### config.mk
export PLATFORM = sky130hd
export DESIGN_NAME = airs_ctrl
export DESIGN_NICKNAME = d
export VERILOG_FILES = /design/src/airs_pkg.sv /design/src/airs_ctrl.sv
export SDC_FILE = /design/constraint.sdc
export NUM_CORES = 1
export LEC_CHECK = 0
export BUFFER_PORTS_ARGS = -buffer_cell sky130_fd_sc_hd__buf_2
export CAP_MARGIN = 15
export CORE_UTILIZATION = 40
export CTS_CLUSTER_DIAMETER = 80
export CTS_CLUSTER_SIZE = 12
export DETAILED_ROUTE_END_ITERATION = 16
export REMOVE_ABC_BUFFERS = 1
export SLEW_MARGIN = 20
export SYNTH_ARGS = -nofsm -noshare
export SYNTH_HDL_FRONTEND = slang
export SYNTH_SLANG_ARGS = --single-unit
### constraint.sdc
create_clock -name CORE_CLK -period 4.3 [get_ports CORE_CLK]
set_input_delay 0.645 -clock CORE_CLK [delete_from_list [all_inputs] [get_ports CORE_CLK]]
set_output_delay 0.645 -clock CORE_CLK [all_outputs]
set_load 0.005 [all_outputs]
### src/airs_pkg.sv
package airs_pkg;
    // register offsets on the plain register port
    localparam logic [2:0] CTRL_STATUS_A_OFS = 3'h6;
    localparam logic [2:0] IN_REF_SEL_OFS    = 3'h7;
    localparam logic [7:0] REG_RESET         = 8'h00;

    // control/status register A fields
    localparam int EN_BIT    = 7;
    localparam int START_BIT = 6;
    localparam int ATE_BIT   = 5;
    localparam int DONE_BIT  = 4;
    localparam int IRQE_BIT  = 3;
    localparam int PS_MSB    = 2;

    // input/reference select fields
    localparam int REF_MSB  = 7;
    localparam int REF_LSB  = 6;
    localparam int CHAN_MSB = 5;

    // reference codes
    localparam logic [1:0] REF_SUPPLY   = 2'h0;
    localparam logic [1:0] REF_EXT_PIN  = 2'h1;
    localparam logic [1:0] REF_INTERNAL = 2'h2;

    // channel codes
    localparam logic [5:0] CH_SE_LAST   = 6'h07;
    localparam logic [5:0] CH_DIFF_LAST = 6'h1F;
    localparam logic [5:0] CH_GROUND    = 6'h20;
    localparam logic [5:0] CH_BANDGAP   = 6'h21;
    localparam logic [5:0] CH_TEMP      = 6'h22;
    localparam logic [5:0] CH_CAL_LAST  = 6'h27;

    // conversion lengths in converter clock cycles
    localparam logic [4:0] CONV_NORMAL = 5'h0D;
    localparam logic [4:0] CONV_LONG   = 5'h19;

    localparam logic [6:0] PS_ONE = 7'h01;

    typedef enum logic [2:0] {
        SRC_SINGLE,
        SRC_DIFF,
        SRC_DIFF_REV,
        SRC_GROUND,
        SRC_BANDGAP,
        SRC_TEMP,
        SRC_OFFSET_CAL
    } airs_src_e;

    typedef enum logic {
        ST_IDLE,
        ST_CONV
    } airs_state_e;

    // settings seen by the analog front end
    typedef struct packed {
        airs_src_e  src;
        logic [5:0] code;
        logic [1:0] ref_sel;
        logic       gain_20x;
        logic       temp_on;
        logic       int_ref_on;
    } airs_front_s;

    typedef struct packed {
        airs_state_e state;
        logic        enable;
        logic        auto_trig;
        logic        done_flag;
        logic        irq_en;
        logic [2:0]  prescale;
        logic [7:0]  in_ref_sel;
        logic [7:0]  active_sel;
        logic        long_next;
        logic [6:0]  ps_cnt;
        logic [4:0]  cyc_cnt;
        logic [4:0]  cyc_len;
        logic [7:0]  rdata;
        airs_front_s front;
        logic        busy;
        logic        done_pulse;
    } airs_state_s;
endpackage

### src/airs_ctrl.sv
//////////////////////////////////////////////////////////////////////////////
//////////////////////////////////////////////////////////////////////////////
module airs_ctrl (
    input  wire logic                 CORE_CLK,
    input  wire logic                 RST,
    input  wire logic [2:0]           ADDR,
    input  wire logic [7:0]           WDATA,
    input  wire logic                 WR,
    input  wire logic                 RD,
    input  wire logic                 TRIGGER,
    input  wire logic                 VECTOR_ACK,
    output logic [7:0]                RDATA,
    output airs_pkg::airs_front_s     FRONT,
    output logic                      BUSY,
    output logic                      DONE_PULSE,
    output logic                      IRQ_REQ
);
    airs_pkg::airs_state_s r;
    airs_pkg::airs_state_s next_r;

    logic [6:0] div_half;
    logic       conv_tick;
    logic       wr_a;
    logic       wr_sel;
    logic       start_req;

    //////////////////////////////////////////////////////////////////////////
    // converter clock: one tick per divided period
    always_comb begin
        case (r.prescale)
            3'h0, 3'h1: div_half = airs_pkg::PS_ONE;
            default:    div_half = 7'(airs_pkg::PS_ONE << (r.prescale - 3'h1));
        endcase
        conv_tick = (r.ps_cnt == 7'(div_half * 7'h02 - 7'h01)) || (r.prescale == 3'h7 && r.ps_cnt == 7'h7F);
    end

    // map a latched select value to front-end controls
    function automatic airs_pkg::airs_front_s decode(input logic [7:0] sel);
        airs_pkg::airs_front_s f;
        logic [5:0] c;
        c            = sel[airs_pkg::CHAN_MSB:0];
        f.code       = c;
        f.ref_sel    = sel[airs_pkg::REF_MSB:airs_pkg::REF_LSB];
        f.int_ref_on = (f.ref_sel == airs_pkg::REF_INTERNAL);
        f.gain_20x   = 1'b0;
        f.temp_on    = 1'b0;
        if (c <= airs_pkg::CH_SE_LAST) begin
            f.src = airs_pkg::SRC_SINGLE;
        end else if (c <= airs_pkg::CH_DIFF_LAST) begin
            f.src      = airs_pkg::SRC_DIFF;
            f.gain_20x = c[0];
        end else if (c == airs_pkg::CH_GROUND) begin
            f.src = airs_pkg::SRC_GROUND;
        end else if (c == airs_pkg::CH_BANDGAP) begin
            f.src = airs_pkg::SRC_BANDGAP;
        end else if (c == airs_pkg::CH_TEMP) begin
            f.src     = airs_pkg::SRC_TEMP;
            f.temp_on = 1'b1;
        end else if (c <= airs_pkg::CH_CAL_LAST) begin
            f.src      = airs_pkg::SRC_OFFSET_CAL;
            f.gain_20x = c[0] | (c == 6'h23);
        end else begin
            f.src      = airs_pkg::SRC_DIFF_REV;
            f.gain_20x = c[0];
        end
        return f;
    endfunction

    //////////////////////////////////////////////////////////////////////////
    always_comb begin
        next_r     = r;
        wr_a       = WR && (ADDR == airs_pkg::CTRL_STATUS_A_OFS);
        wr_sel     = WR && (ADDR == airs_pkg::IN_REF_SEL_OFS);
        start_req  = 1'b0;
        next_r.done_pulse = 1'b0;
        next_r.ps_cnt = conv_tick ? 7'h00 : 7'(r.ps_cnt + 7'h01);

        if (wr_sel) begin
            next_r.in_ref_sel = WDATA;
            if (WDATA[airs_pkg::REF_MSB:airs_pkg::REF_LSB]
                != r.in_ref_sel[airs_pkg::REF_MSB:airs_pkg::REF_LSB])
                next_r.long_next = 1'b1;
        end

        if (wr_a) begin
            next_r.enable    = WDATA[airs_pkg::EN_BIT];
            next_r.auto_trig = WDATA[airs_pkg::ATE_BIT];
            next_r.irq_en    = WDATA[airs_pkg::IRQE_BIT];
            next_r.prescale  = WDATA[airs_pkg::PS_MSB:0];
            // writing zero to start does nothing
            start_req = WDATA[airs_pkg::START_BIT] && WDATA[airs_pkg::EN_BIT];
            if (WDATA[airs_pkg::EN_BIT] && !r.enable)
                next_r.long_next = 1'b1;
        end
        if (r.auto_trig && TRIGGER && r.enable)
            start_req = 1'b1;

        // clearing requests win only where no completion lands this cycle
        if ((wr_a && WDATA[airs_pkg::DONE_BIT]) || VECTOR_ACK)
            next_r.done_flag = 1'b0;

        case (r.state)
            airs_pkg::ST_IDLE: begin
                if (start_req) begin
                    next_r.state      = airs_pkg::ST_CONV;
                    next_r.active_sel = wr_sel ? WDATA : r.in_ref_sel;
                    next_r.cyc_len    = (r.long_next || next_r.long_next)
                                        ? airs_pkg::CONV_LONG : airs_pkg::CONV_NORMAL;
                    next_r.long_next  = 1'b0;
                    next_r.cyc_cnt    = 5'h00;
                    next_r.ps_cnt     = 7'h00;
                end
            end
            airs_pkg::ST_CONV: begin
                if (wr_a && !WDATA[airs_pkg::EN_BIT]) begin
                    next_r.state = airs_pkg::ST_IDLE;
                end else if (conv_tick) begin
                    next_r.cyc_cnt = 5'(r.cyc_cnt + 5'h01);
                    if (r.cyc_cnt == 5'(r.cyc_len - 5'h01)) begin
                        // new selections written mid conversion are picked up here or on disable
                        next_r.state      = airs_pkg::ST_IDLE;
                        next_r.done_flag  = 1'b1;
                        next_r.done_pulse = 1'b1;
                        next_r.active_sel = next_r.in_ref_sel;
                    end
                end
            end
            default: next_r.state = airs_pkg::ST_IDLE;
        endcase

        if (next_r.state == airs_pkg::ST_IDLE)
            next_r.active_sel = next_r.in_ref_sel;
        next_r.busy  = (next_r.state == airs_pkg::ST_CONV);
        next_r.front = decode(next_r.active_sel);

        next_r.rdata = 8'h00;
        if (RD) begin
            case (ADDR)
                airs_pkg::CTRL_STATUS_A_OFS:
                    next_r.rdata = {r.enable, r.busy, r.auto_trig, r.done_flag,
                                    r.irq_en, r.prescale};
                airs_pkg::IN_REF_SEL_OFS: next_r.rdata = r.in_ref_sel;
                default:                  next_r.rdata = 8'h00;
            endcase
        end
    end

    always_ff @(posedge CORE_CLK) begin
        if (RST) begin
            r          <= '0;
            r.state    <= airs_pkg::ST_IDLE;
            r.front    <= decode(airs_pkg::REG_RESET);
        end else begin
            r <= next_r;
        end
    end

    logic irq_q;
    always_ff @(posedge CORE_CLK) begin
        if (RST)
            irq_q <= 1'b0;
        else
            irq_q <= next_r.done_flag && next_r.irq_en;
    end

    assign RDATA      = r.rdata;
    assign FRONT      = r.front;
    assign BUSY       = r.busy;
    assign DONE_PULSE = r.done_pulse;
    assign IRQ_REQ    = irq_q;
endmodule // airs_ctrl

# Yosys cells after proc, flatten, opt, wreduce, memory -nomap -nowiden
# Cells that the tools add are included.
# W data, S select, Z words.
# classes
n_addsub	5
magnitude_cmp	3
n_eq_ne	16
shifts	1
n_mux	44
n_bitwise	4
reduce_logical	25
# ops
cell	n
$mux W8	6
$pmux W8 S2	2
$mux W26	1
$eq A6 B6 Y1 const B	4
$mux W1	21
$mux W5	3
$logic_and A1 B1 Y1	10
$pmux W5 S2	1
$eq A3 B3 Y1 const B	3
$mux W3	3
$reduce_or A4 Y1	2
$add A7 B1 Y7 const B	1
$eq A7 B7 Y1	1
$eq A7 B7 Y1 const B	1
$mux W7	1
$sub A7 B1 Y7 const B	1
$le A6 B3 Y1 const B	1
$le A6 B5 Y1 const B	1
$le A6 B6 Y1 const B	1
$mux W2	3
$mux W6	1
$reduce_or A2 Y1	3
$shl A1 B3 Y6 const A	1
$add A5 B1 Y5 const B	1
other kinds (19)	25
# totals
ff_bits	66
input_bits	17
out_inout_bits	25

# Depth between registers and ports, before layout
# Gate-level depths: netlist (run 1).
# depth
depth_word	17
mapped_depth	12
depth_no_buf	9

# Worst setup path after synthesis (run 1)
# OpenSTA, ideal clock, no wires.
# synth_path
kind	flip-flop to flip-flop
startpoint	register r[60] (netlist bit)
endpoint	register r[44] (netlist bit)
setup_ns	0.121
arrival_ns	2.274
required_time_ns	4.179
setup_slack_ns	1.904
path_stages_with_launch	12
n_path_buf	3
period_less_slack_ns	2.396
cell_sequence	dfxtp_1 > buf_6 > or2_4 > ha_1 > a21bo_2 > o22ai_1 > xor2_1 > a31oi_2 > o21ba_1 > buf_6 > buf_6 > mux2_4
# synth_between
elab_chain_len	10
# synth_lines
element	line_no	source
from (decl)	airs_ctrl.sv:18	airs_pkg::airs_state_s r;
from (signal assigned)	airs_ctrl.sv:154	r <= next_r;
$sub A3 B1 Y3, or another cell as far along	airs_ctrl.sv:32	default: div_half = 7'(airs_pkg::PS_ONE << (r.prescale - 3'h1));
$shl A1 B3 Y6 / $reduce_or A2 Y1 (equally long branches)	airs_ctrl.sv:32, airs_ctrl.sv:30	
$mux W6	airs_ctrl.sv:30	case (r.prescale)
$sub A7 B1 Y7	airs_ctrl.sv:34	conv_tick = (r.ps_cnt == 7'(div_half * 7'h02 - 7'h01)) || (r.prescale == 3'h7 && r.ps_cnt == 7'h7F);
$eq A7 B7 Y1	airs_ctrl.sv:34	
$logic_or A1 B1 Y1 *	airs_ctrl.sv:34	
$mux W8 / $mux W1 (equally long branches)	airs_ctrl.sv:117	end else if (conv_tick) begin
$mux W8 / $mux W1 (equally long branches)	airs_ctrl.sv:115	if (wr_a && !WDATA[airs_pkg::EN_BIT]) begin
$pmux W8 S2 / $pmux W1 S2 (equally long branches)	airs_ctrl.sv:102	case (r.state)
$mux W8 *	airs_ctrl.sv:131	if (next_r.state == airs_pkg::ST_IDLE)
# Every way passes the cells marked *; elsewhere a longest branch is shown, timed or not.
# A chain may end at the register's enable or synchronous reset.

# Worst setup path in the final report (run 1)
# layout_path
startpoint	register r[59] (netlist bit)
endpoint	register r[43] (netlist bit)
# Same word-level chain as after synthesis.

==> out/results.md, run 1 <==
Timing
- **final total negative setup slack** 0 ns
- **pin slew with the least headroom to its limit** 0.908 ns
- **pins over their slew limit** 0
- **min setup slack post-route** 0.935 ns
- **unrepaired setup endpoints after global routing** no
- **final setup vio count** 0
- **Fmax** 297 MHz
- **Hold Violations, Final** 0
- **final critical-path required period** 3.37 ns
- **Slew headroom** 39.5%
- **Layout Skew** 0.00670 ns
- **Final Cycle Share** 78.3%

CTS
- **number of hold-repair buffers added at the cts stage** 0
- **clock sinks** 56
- **clk root buf** clkbuf_8
- **maximum clock insertion buffer count** 2
- **clock buffer count from CTS** 5
- **clock-pin slew of the registers on the worst-case setup and hold paths** 0.10 ns
- **number of post-CTS setup repair buffers** 0
- **H-tree depth** 2
- **TritonCTS clock tree** done
- **# resized after CTS** 0
- **Clk Latency, worst-skew pair** 0.31 ns

Worst setup path
- **critical-path cell list** or2_4 -> ha_1 -> nor3b_1 -> o22ai_1 -> xor2_1 -> a31oi_2 -> o21ba_1 -> mux2_2
- **cell at the slowest stage of the critical path** o21ba_1
- **CP Data Arrival Time** 3.57 ns
- **Max FO, Critical Path** 15
- **kind of critical path** reg2reg
- **cell family with the largest share of critical-path delay** compound AO/OA/AOI/OAI gates
- **CP endpoint kind** flip-flop
- **Worst Setup Start Kind** flip-flop
- **Buf/Inv on CP** 0
- **delay contributed by the slowest stage of the critical path** 0.80 ns
- **data required time at the worst endpoint** 4.50 ns

Synthesis
- **number of distinct standard cells referenced by the synthesized netlist** 51
- **dominant combinational cell family by area after synthesis** simple AND/OR/NAND/NOR gates
- **Synth async-reset ratio** 0%
- **sequential share of the synthesized area** 39.6%
- **combined area of all synthesized cells** 2830 um2
- **flop and latch count out of synthesis** 56
- **Post-Synth Adder-Cell Area** 2.21%
- **prevailing post-synth register cell** dfxtp_1
- **average cell area after synthesis** 8.82 um2
- **fraction of the mapped netlist area in compound gates** 11.2%
- **number of flops mapped to enable cells by yosys** 0
- **Syn. warnings** 0
- **Syn Inst Count** 321
- **xor and xnor area share after synthesis** 5.57%
- **share of synthesized area spent on multiplexers** 10.3%
- **simple-gate share of the synthesized area** 21.9%

Finish
- **Synth-to-Final Area Change** 6.14%
- **fraction of the core area covered by cells at the end of the flow** 44.0%
- **leading cell type in the layout, fill and taps excluded** dfxtp_1
- **number of filler cells placed in the layout** 716
- **Net count, final** 357
- **post-route cell area** 3010 um2
- **fraction of layout cells with a size suffix above 1** 19.7%
- **count of antenna diodes in the layout** 0
- **commonest non-fill, non-tap cells in the layout** 56 x dfxtp_1, 41 x nor2_1, 41 x buf_2

Routing
- **length of the first detailed-routing pass in iterations** 4
- **WL/cell** 13.7 um
- **met3 wire length** 214 um
- **routed length on met2** 2690 um
- **number of DRC markers in iteration 0** 155
- **number of remaining DRC errors** 0
- **highest metal layer used by the detailed router** met4
- **aggregate routed wire length** 5910 um
- **number of vias per cell after detailed routing** 5.10
- **vias after detailed routing** 2198
- **wl on met1** 2900 um
- **remaining antenna violation count after routing** 0

Place
- **instance area after placement** 2930 um2
- **DPL Wire Length** 4310 um
- **port buffer count** 41
- **GPL Wtd Cong** 0.799
- **worst slack at placement** 0.940 ns

Floorplanning
- **site row count** 30
- **ports placed on the boundary** 42
- **vertical die dimension** 86.2 um
- **initial standard-cell utilization of the core** 41.5%
- **horizontal die dimension** 86.2 um
- **area inside the core boundary** 6830 um2
- **area enclosed by the die boundary** 7420 um2

Run
- **number of violations of the max-capacitance limit** 0

Global routing
- **wire length of the first global-routing pass** 9810 um
- **initial antenna violation count** 0
- **via count of the first global-routing pass** 2005
- **GRT Overall Usage** 17.0%
- **residual overflow from global routing** 0
- **largest net degree at the start of global routing** 37

Power and ir drop
- **Max rail drop VDD** 0.000110 V
- **cell area power density** 300 nW/um2
- **leakage power summed over all cells** 1.20 nW

Run status
- **run status** complete, no violations

Worst hold path
- **worst hold path type** reg2reg

-- registers in the layout, indices dropped and copies added, names as in the netlist --
register    cells
BUSY            1
DONE_PULSE      1
FRONT           6
IRQ_REQ         1
RDATA           8
r              39
-- report_power, final --
group          switching, W  internal, W   total, W  leakage, nW
combinational     0.0000544    0.0000344  0.0000888        0.711
clock              0.000162     0.000111   0.000273       0.0410
sequential        0.0000106     0.000529   0.000540        0.453
total              0.000227     0.000675   0.000902         1.20
-- cell type report --
cell class                      instances  area (um2)  area share [%]
Clock buffer                            6        72.6            2.41
Clock inverter                          1        5.00           0.166
Sequential cell                        56        1120            37.3
Multi-Input combinational cell        224        1450            48.2
Timing Repair Buffer                   43         220            7.32
Tap cell                               96         120            4.00
Inverter                                5        18.8           0.624
-- worst paths after layout --
| check | startpoint | endpoint | slack (ns) | depth (start not counted) |
|---|---|---|---|---|
| worst max register to register | r[59] | r[43] | 0.93 | 8 |
| worst min register to register | r[34] | r[34] | 0.47 | 1 |
| worst min-delay path | r[34] | r[34] | 0.47 | 1 |
| worst max-delay path | r[59] | r[43] | 0.93 | 8 |
-- routing by layer --
| metal | track usage, % | vias up |
|---|---|---|
| met1 | 23.6 | 1026 |
| met3 | 2.79 | 10 |
| met5 | 0 | - |
| met2 | 26.1 | 54 |
| li1 | - | 1108 |
| met4 | 7.12 | 0 |
-- cell usage after synthesis, drive strengths merged (3+ instances only) --
cell,n,share of area [%]
a21oi,18,3.2
a31oi,3,0.88
and3,3,0.66
buf,29,7.7
clkbuf,7,0.93
dfxtp,56,40
ha,5,2.2
inv,5,0.66
mux2,10,4.6
mux2i,16,5.7
nand2,35,4.6
nand3,9,1.6
nand3b,4,1.1
nand4,5,1.1
nor2,41,5.4
nor2b,9,2.0
nor3,4,0.88
o211ai,5,1.3
o21ai,7,1.2
or2,3,0.75
or4,4,1.1
xnor2,10,3.1
xor2,8,2.5
-- kinds of logic after synthesis --
| family | count (synthesis) |
|---|---|
| buf+inv | 41 |
| fa+ha+maj | 5 |
| xor+xnor | 18 |
| simple gates | 127 |
| compound gates | 48 |
| mux | 26 |
| flops | 56 |
-- through the flow --
stage	hold WS [ns]	power, W	std cells
finish	0.471	0.000902	431
global route	0.520	0.000947	431
CTS	0.480	0.000914	431
detailed placement	0.458	0.000641	424
global placement	0.447	0.000639	424
floorplan	0.430	0.000602	285
Power figures use the tool's default switching activity.
==> run 2: changes to the inputs <==
==> constraint.sdc (replaced) <==
create_clock -name CORE_CLK -period 2.8 [get_ports CORE_CLK]
set_input_delay 0.42 -clock CORE_CLK [delete_from_list [all_inputs] [get_ports CORE_CLK]]
set_output_delay 0.42 -clock CORE_CLK [all_outputs]
set_load 0.005 [all_outputs]
==> run 2 against run 1 <==
Sequential power rose by 53%. Sequential share of layout area is 0.60 points lower. Fmax is 34% higher. Non-clock buffer count is 4 higher. Design area up 1.6%. Die area unchanged. Global-route usage increased by 0.26 points. Wire length fell by 2.2%. Critical endpoint is now FRONT[11]. Largest power group unchanged. Highest routed layer unchanged.
==> out/results.md, run 2 (synthesis gave the netlist of run 1 again) <==
Global routing
- **wire length of the first global-routing pass** 10000 um, was 9810 um
- **GRT Overall Usage** 17.3%, was 17.0%
- **largest net degree at the start of global routing** 25, was 37
- **via count of the first global-routing pass** 2078, was 2005
- **residual overflow from global routing** 0, unchanged
- **initial antenna violation count** 0, unchanged

Finish
- **leading cell type in the layout, fill and taps excluded** dfxtp_1, unchanged
- **commonest non-fill, non-tap cells in the layout** 56 x dfxtp_1, 41 x nor2_1, 41 x buf_2, unchanged
- **count of antenna diodes in the layout** 0, unchanged
- **post-route cell area** 3060 um2, was 3010 um2
- **number of flip-flops in the largest register** 39, unchanged
- **fraction of layout cells with a size suffix above 1** 20.9%, was 19.7%
- **area taken by flip-flops and latches** 1120 um2, unchanged
- **number of filler cells placed in the layout** 739, was 716
- **area taken by multi-input logic gates** 1450 um2, unchanged
- **Synth-to-Final Area Change** 7.86%, was 6.14%
- **Most flops, register** r, unchanged
- **Net count, final** 361, was 357

Run
- **number of violations of the max-capacitance limit** 0, unchanged

Worst setup path
- **data required time at the worst endpoint** 3.00 ns, was 4.50 ns
- **Worst Setup Start Kind** flip-flop, unchanged
- **CP endpoint kind** flip-flop, unchanged
- **kind of critical path** reg2reg, unchanged
- **Max FO, Critical Path** 15, unchanged
- **CP Data Arrival Time** 2.72 ns, was 3.57 ns

CTS
- **TritonCTS clock tree** done, unchanged
- **H-tree depth** 2, unchanged
- **maximum clock insertion buffer count** 2, unchanged
- **clock buffer count from CTS** 5, unchanged
- **clock-pin slew of the registers on the worst-case setup and hold paths** 0.09 ns, was 0.10 ns
- **Clk Latency, worst-skew pair** 0.31 ns, about the same
- **# resized after CTS** 0, unchanged
- **number of hold-repair buffers added at the cts stage** 0, unchanged
- **number of post-CTS setup repair buffers** 0, unchanged
- **clock sinks** 56, unchanged
- **clk root buf** clkbuf_8, unchanged

Floorplanning
- **area inside the core boundary** 6830 um2, unchanged
- **ports placed on the boundary** 42, unchanged
- **site row count** 30, unchanged
- **area enclosed by the die boundary** 7420 um2, unchanged
- **horizontal die dimension** 86.2 um, unchanged
- **initial standard-cell utilization of the core** 41.5%, unchanged
- **vertical die dimension** 86.2 um, unchanged

Timing
- **Hold Violations, Final** 0, unchanged
- **Fmax** 397 MHz, was 297 MHz
- **unrepaired setup endpoints after global routing** no, unchanged
- **final critical-path required period** 2.52 ns, was 3.37 ns
- **Hold Worst Slack** 0.385 ns, was 0.471 ns
- **pin slew with the least headroom to its limit** 0.681 ns, was 0.908 ns
- **Layout Skew** 0.00598 ns, was 0.00670 ns
- **Slew headroom** 54.6%, was 39.5%
- **final setup vio count** 0, unchanged
- **Final Cycle Share** 89.9%, was 78.3%
- **min setup slack post-route** 0.284 ns, was 0.935 ns
- **pins over their slew limit** 0, unchanged

Place
- **worst slack at placement** 0.278 ns, was 0.940 ns
- **GPL Wtd Cong** 0.847, was 0.799
- **instance area after placement** 2960 um2, was 2930 um2
- **port buffer count** 41, unchanged
- **DPL Wire Length** 4320 um, was 4310 um

Power and ir drop
- **cell area power density** 472 nW/um2, was 300 nW/um2
- **Max rail drop VDD** 0.000210 V, was 0.000110 V
- **leakage power summed over all cells** 1.23 nW, was 1.20 nW

Routing
- **number of vias per cell after detailed routing** 5.00, was 5.10
- **aggregate routed wire length** 5780 um, was 5910 um
- **met3 wire length** 158 um, was 214 um
- **wl on met1** 2890 um, was 2900 um
- **number of DRC markers in iteration 0** 111, was 155
- **remaining antenna violation count after routing** 0, unchanged
- **length of the first detailed-routing pass in iterations** 4, unchanged
- **highest metal layer used by the detailed router** met4, unchanged
- **number of remaining DRC errors** 0, unchanged
- **WL/cell** 13.3 um, was 13.7 um
- **routed length on met2** 2650 um, was 2690 um
- **vias after detailed routing** 2175, was 2198

Worst hold path
- **worst hold path type** in2reg, was reg2reg

Run status
- **run status** complete, no violations, unchanged

## run 2: cell type report
type / instances / share of cell area [%]
multi-input cells: 224 / 47.4
flip-flops and latches: 56 / 36.7
repair buffers: 47 / 8.19
well taps: 96 / 3.93
clock buffers: 7 / 3.15
inverters: 5 / 0.614
## run 2: power breakdown
part | leakage, nW | internal, W | total [W] | switching [W]
logic | 0.730 | 0.0000580 | 0.000142 | 0.0000842
clock network | 0.0503 | 0.000221 | 0.000471 | 0.000250
registers | 0.453 | 0.000812 | 0.000828 | 0.0000153
total | 1.23 | 0.00109 | 0.00144 | 0.000350
## run 2: worst paths after layout
check | startpoint | end | slack (ns) | cells past startpoint
setup / recovery | r[59] | FRONT[11] | 0.28 | 9
hold / removal | WDATA[2] | r[60] | 0.38 | 3
setup reg to reg | r[59] | FRONT[11] | 0.28 | 9
hold reg to reg | r[34] | r[34] | 0.47 | 1
## run 2: metal layers
metal  global-route usage [%]  up-vias
met3                     3.27        6
li1                         -     1118
met4                     5.45        0
met1                     22.7     1013
met2                     28.6       38
met5                        0        -
## run 2: metrics by stage
step,util (%),power (W),cells,TNS [ns]
finish,44.7,0.00144,435,0
global route,44.7,0.00151,435,0
CTS,44.7,0.00146,435,0
detailed placement,43.3,0.000990,428,0
global placement,43.3,0.000987,428,0
floorplan,-,0.000924,285,-0.115
## run 2: worst max-delay path, cell delays in order (launching register included)
cell	delay [ns]
dfxtp_1	0.52
or2_4	0.19
ha_1	0.22
xor2_1	0.25
a211o_1	0.14
o211ai_1	0.09
a31oi_2	0.24
o21ba_1	0.14
buf_4	0.25
mux2_2	0.36
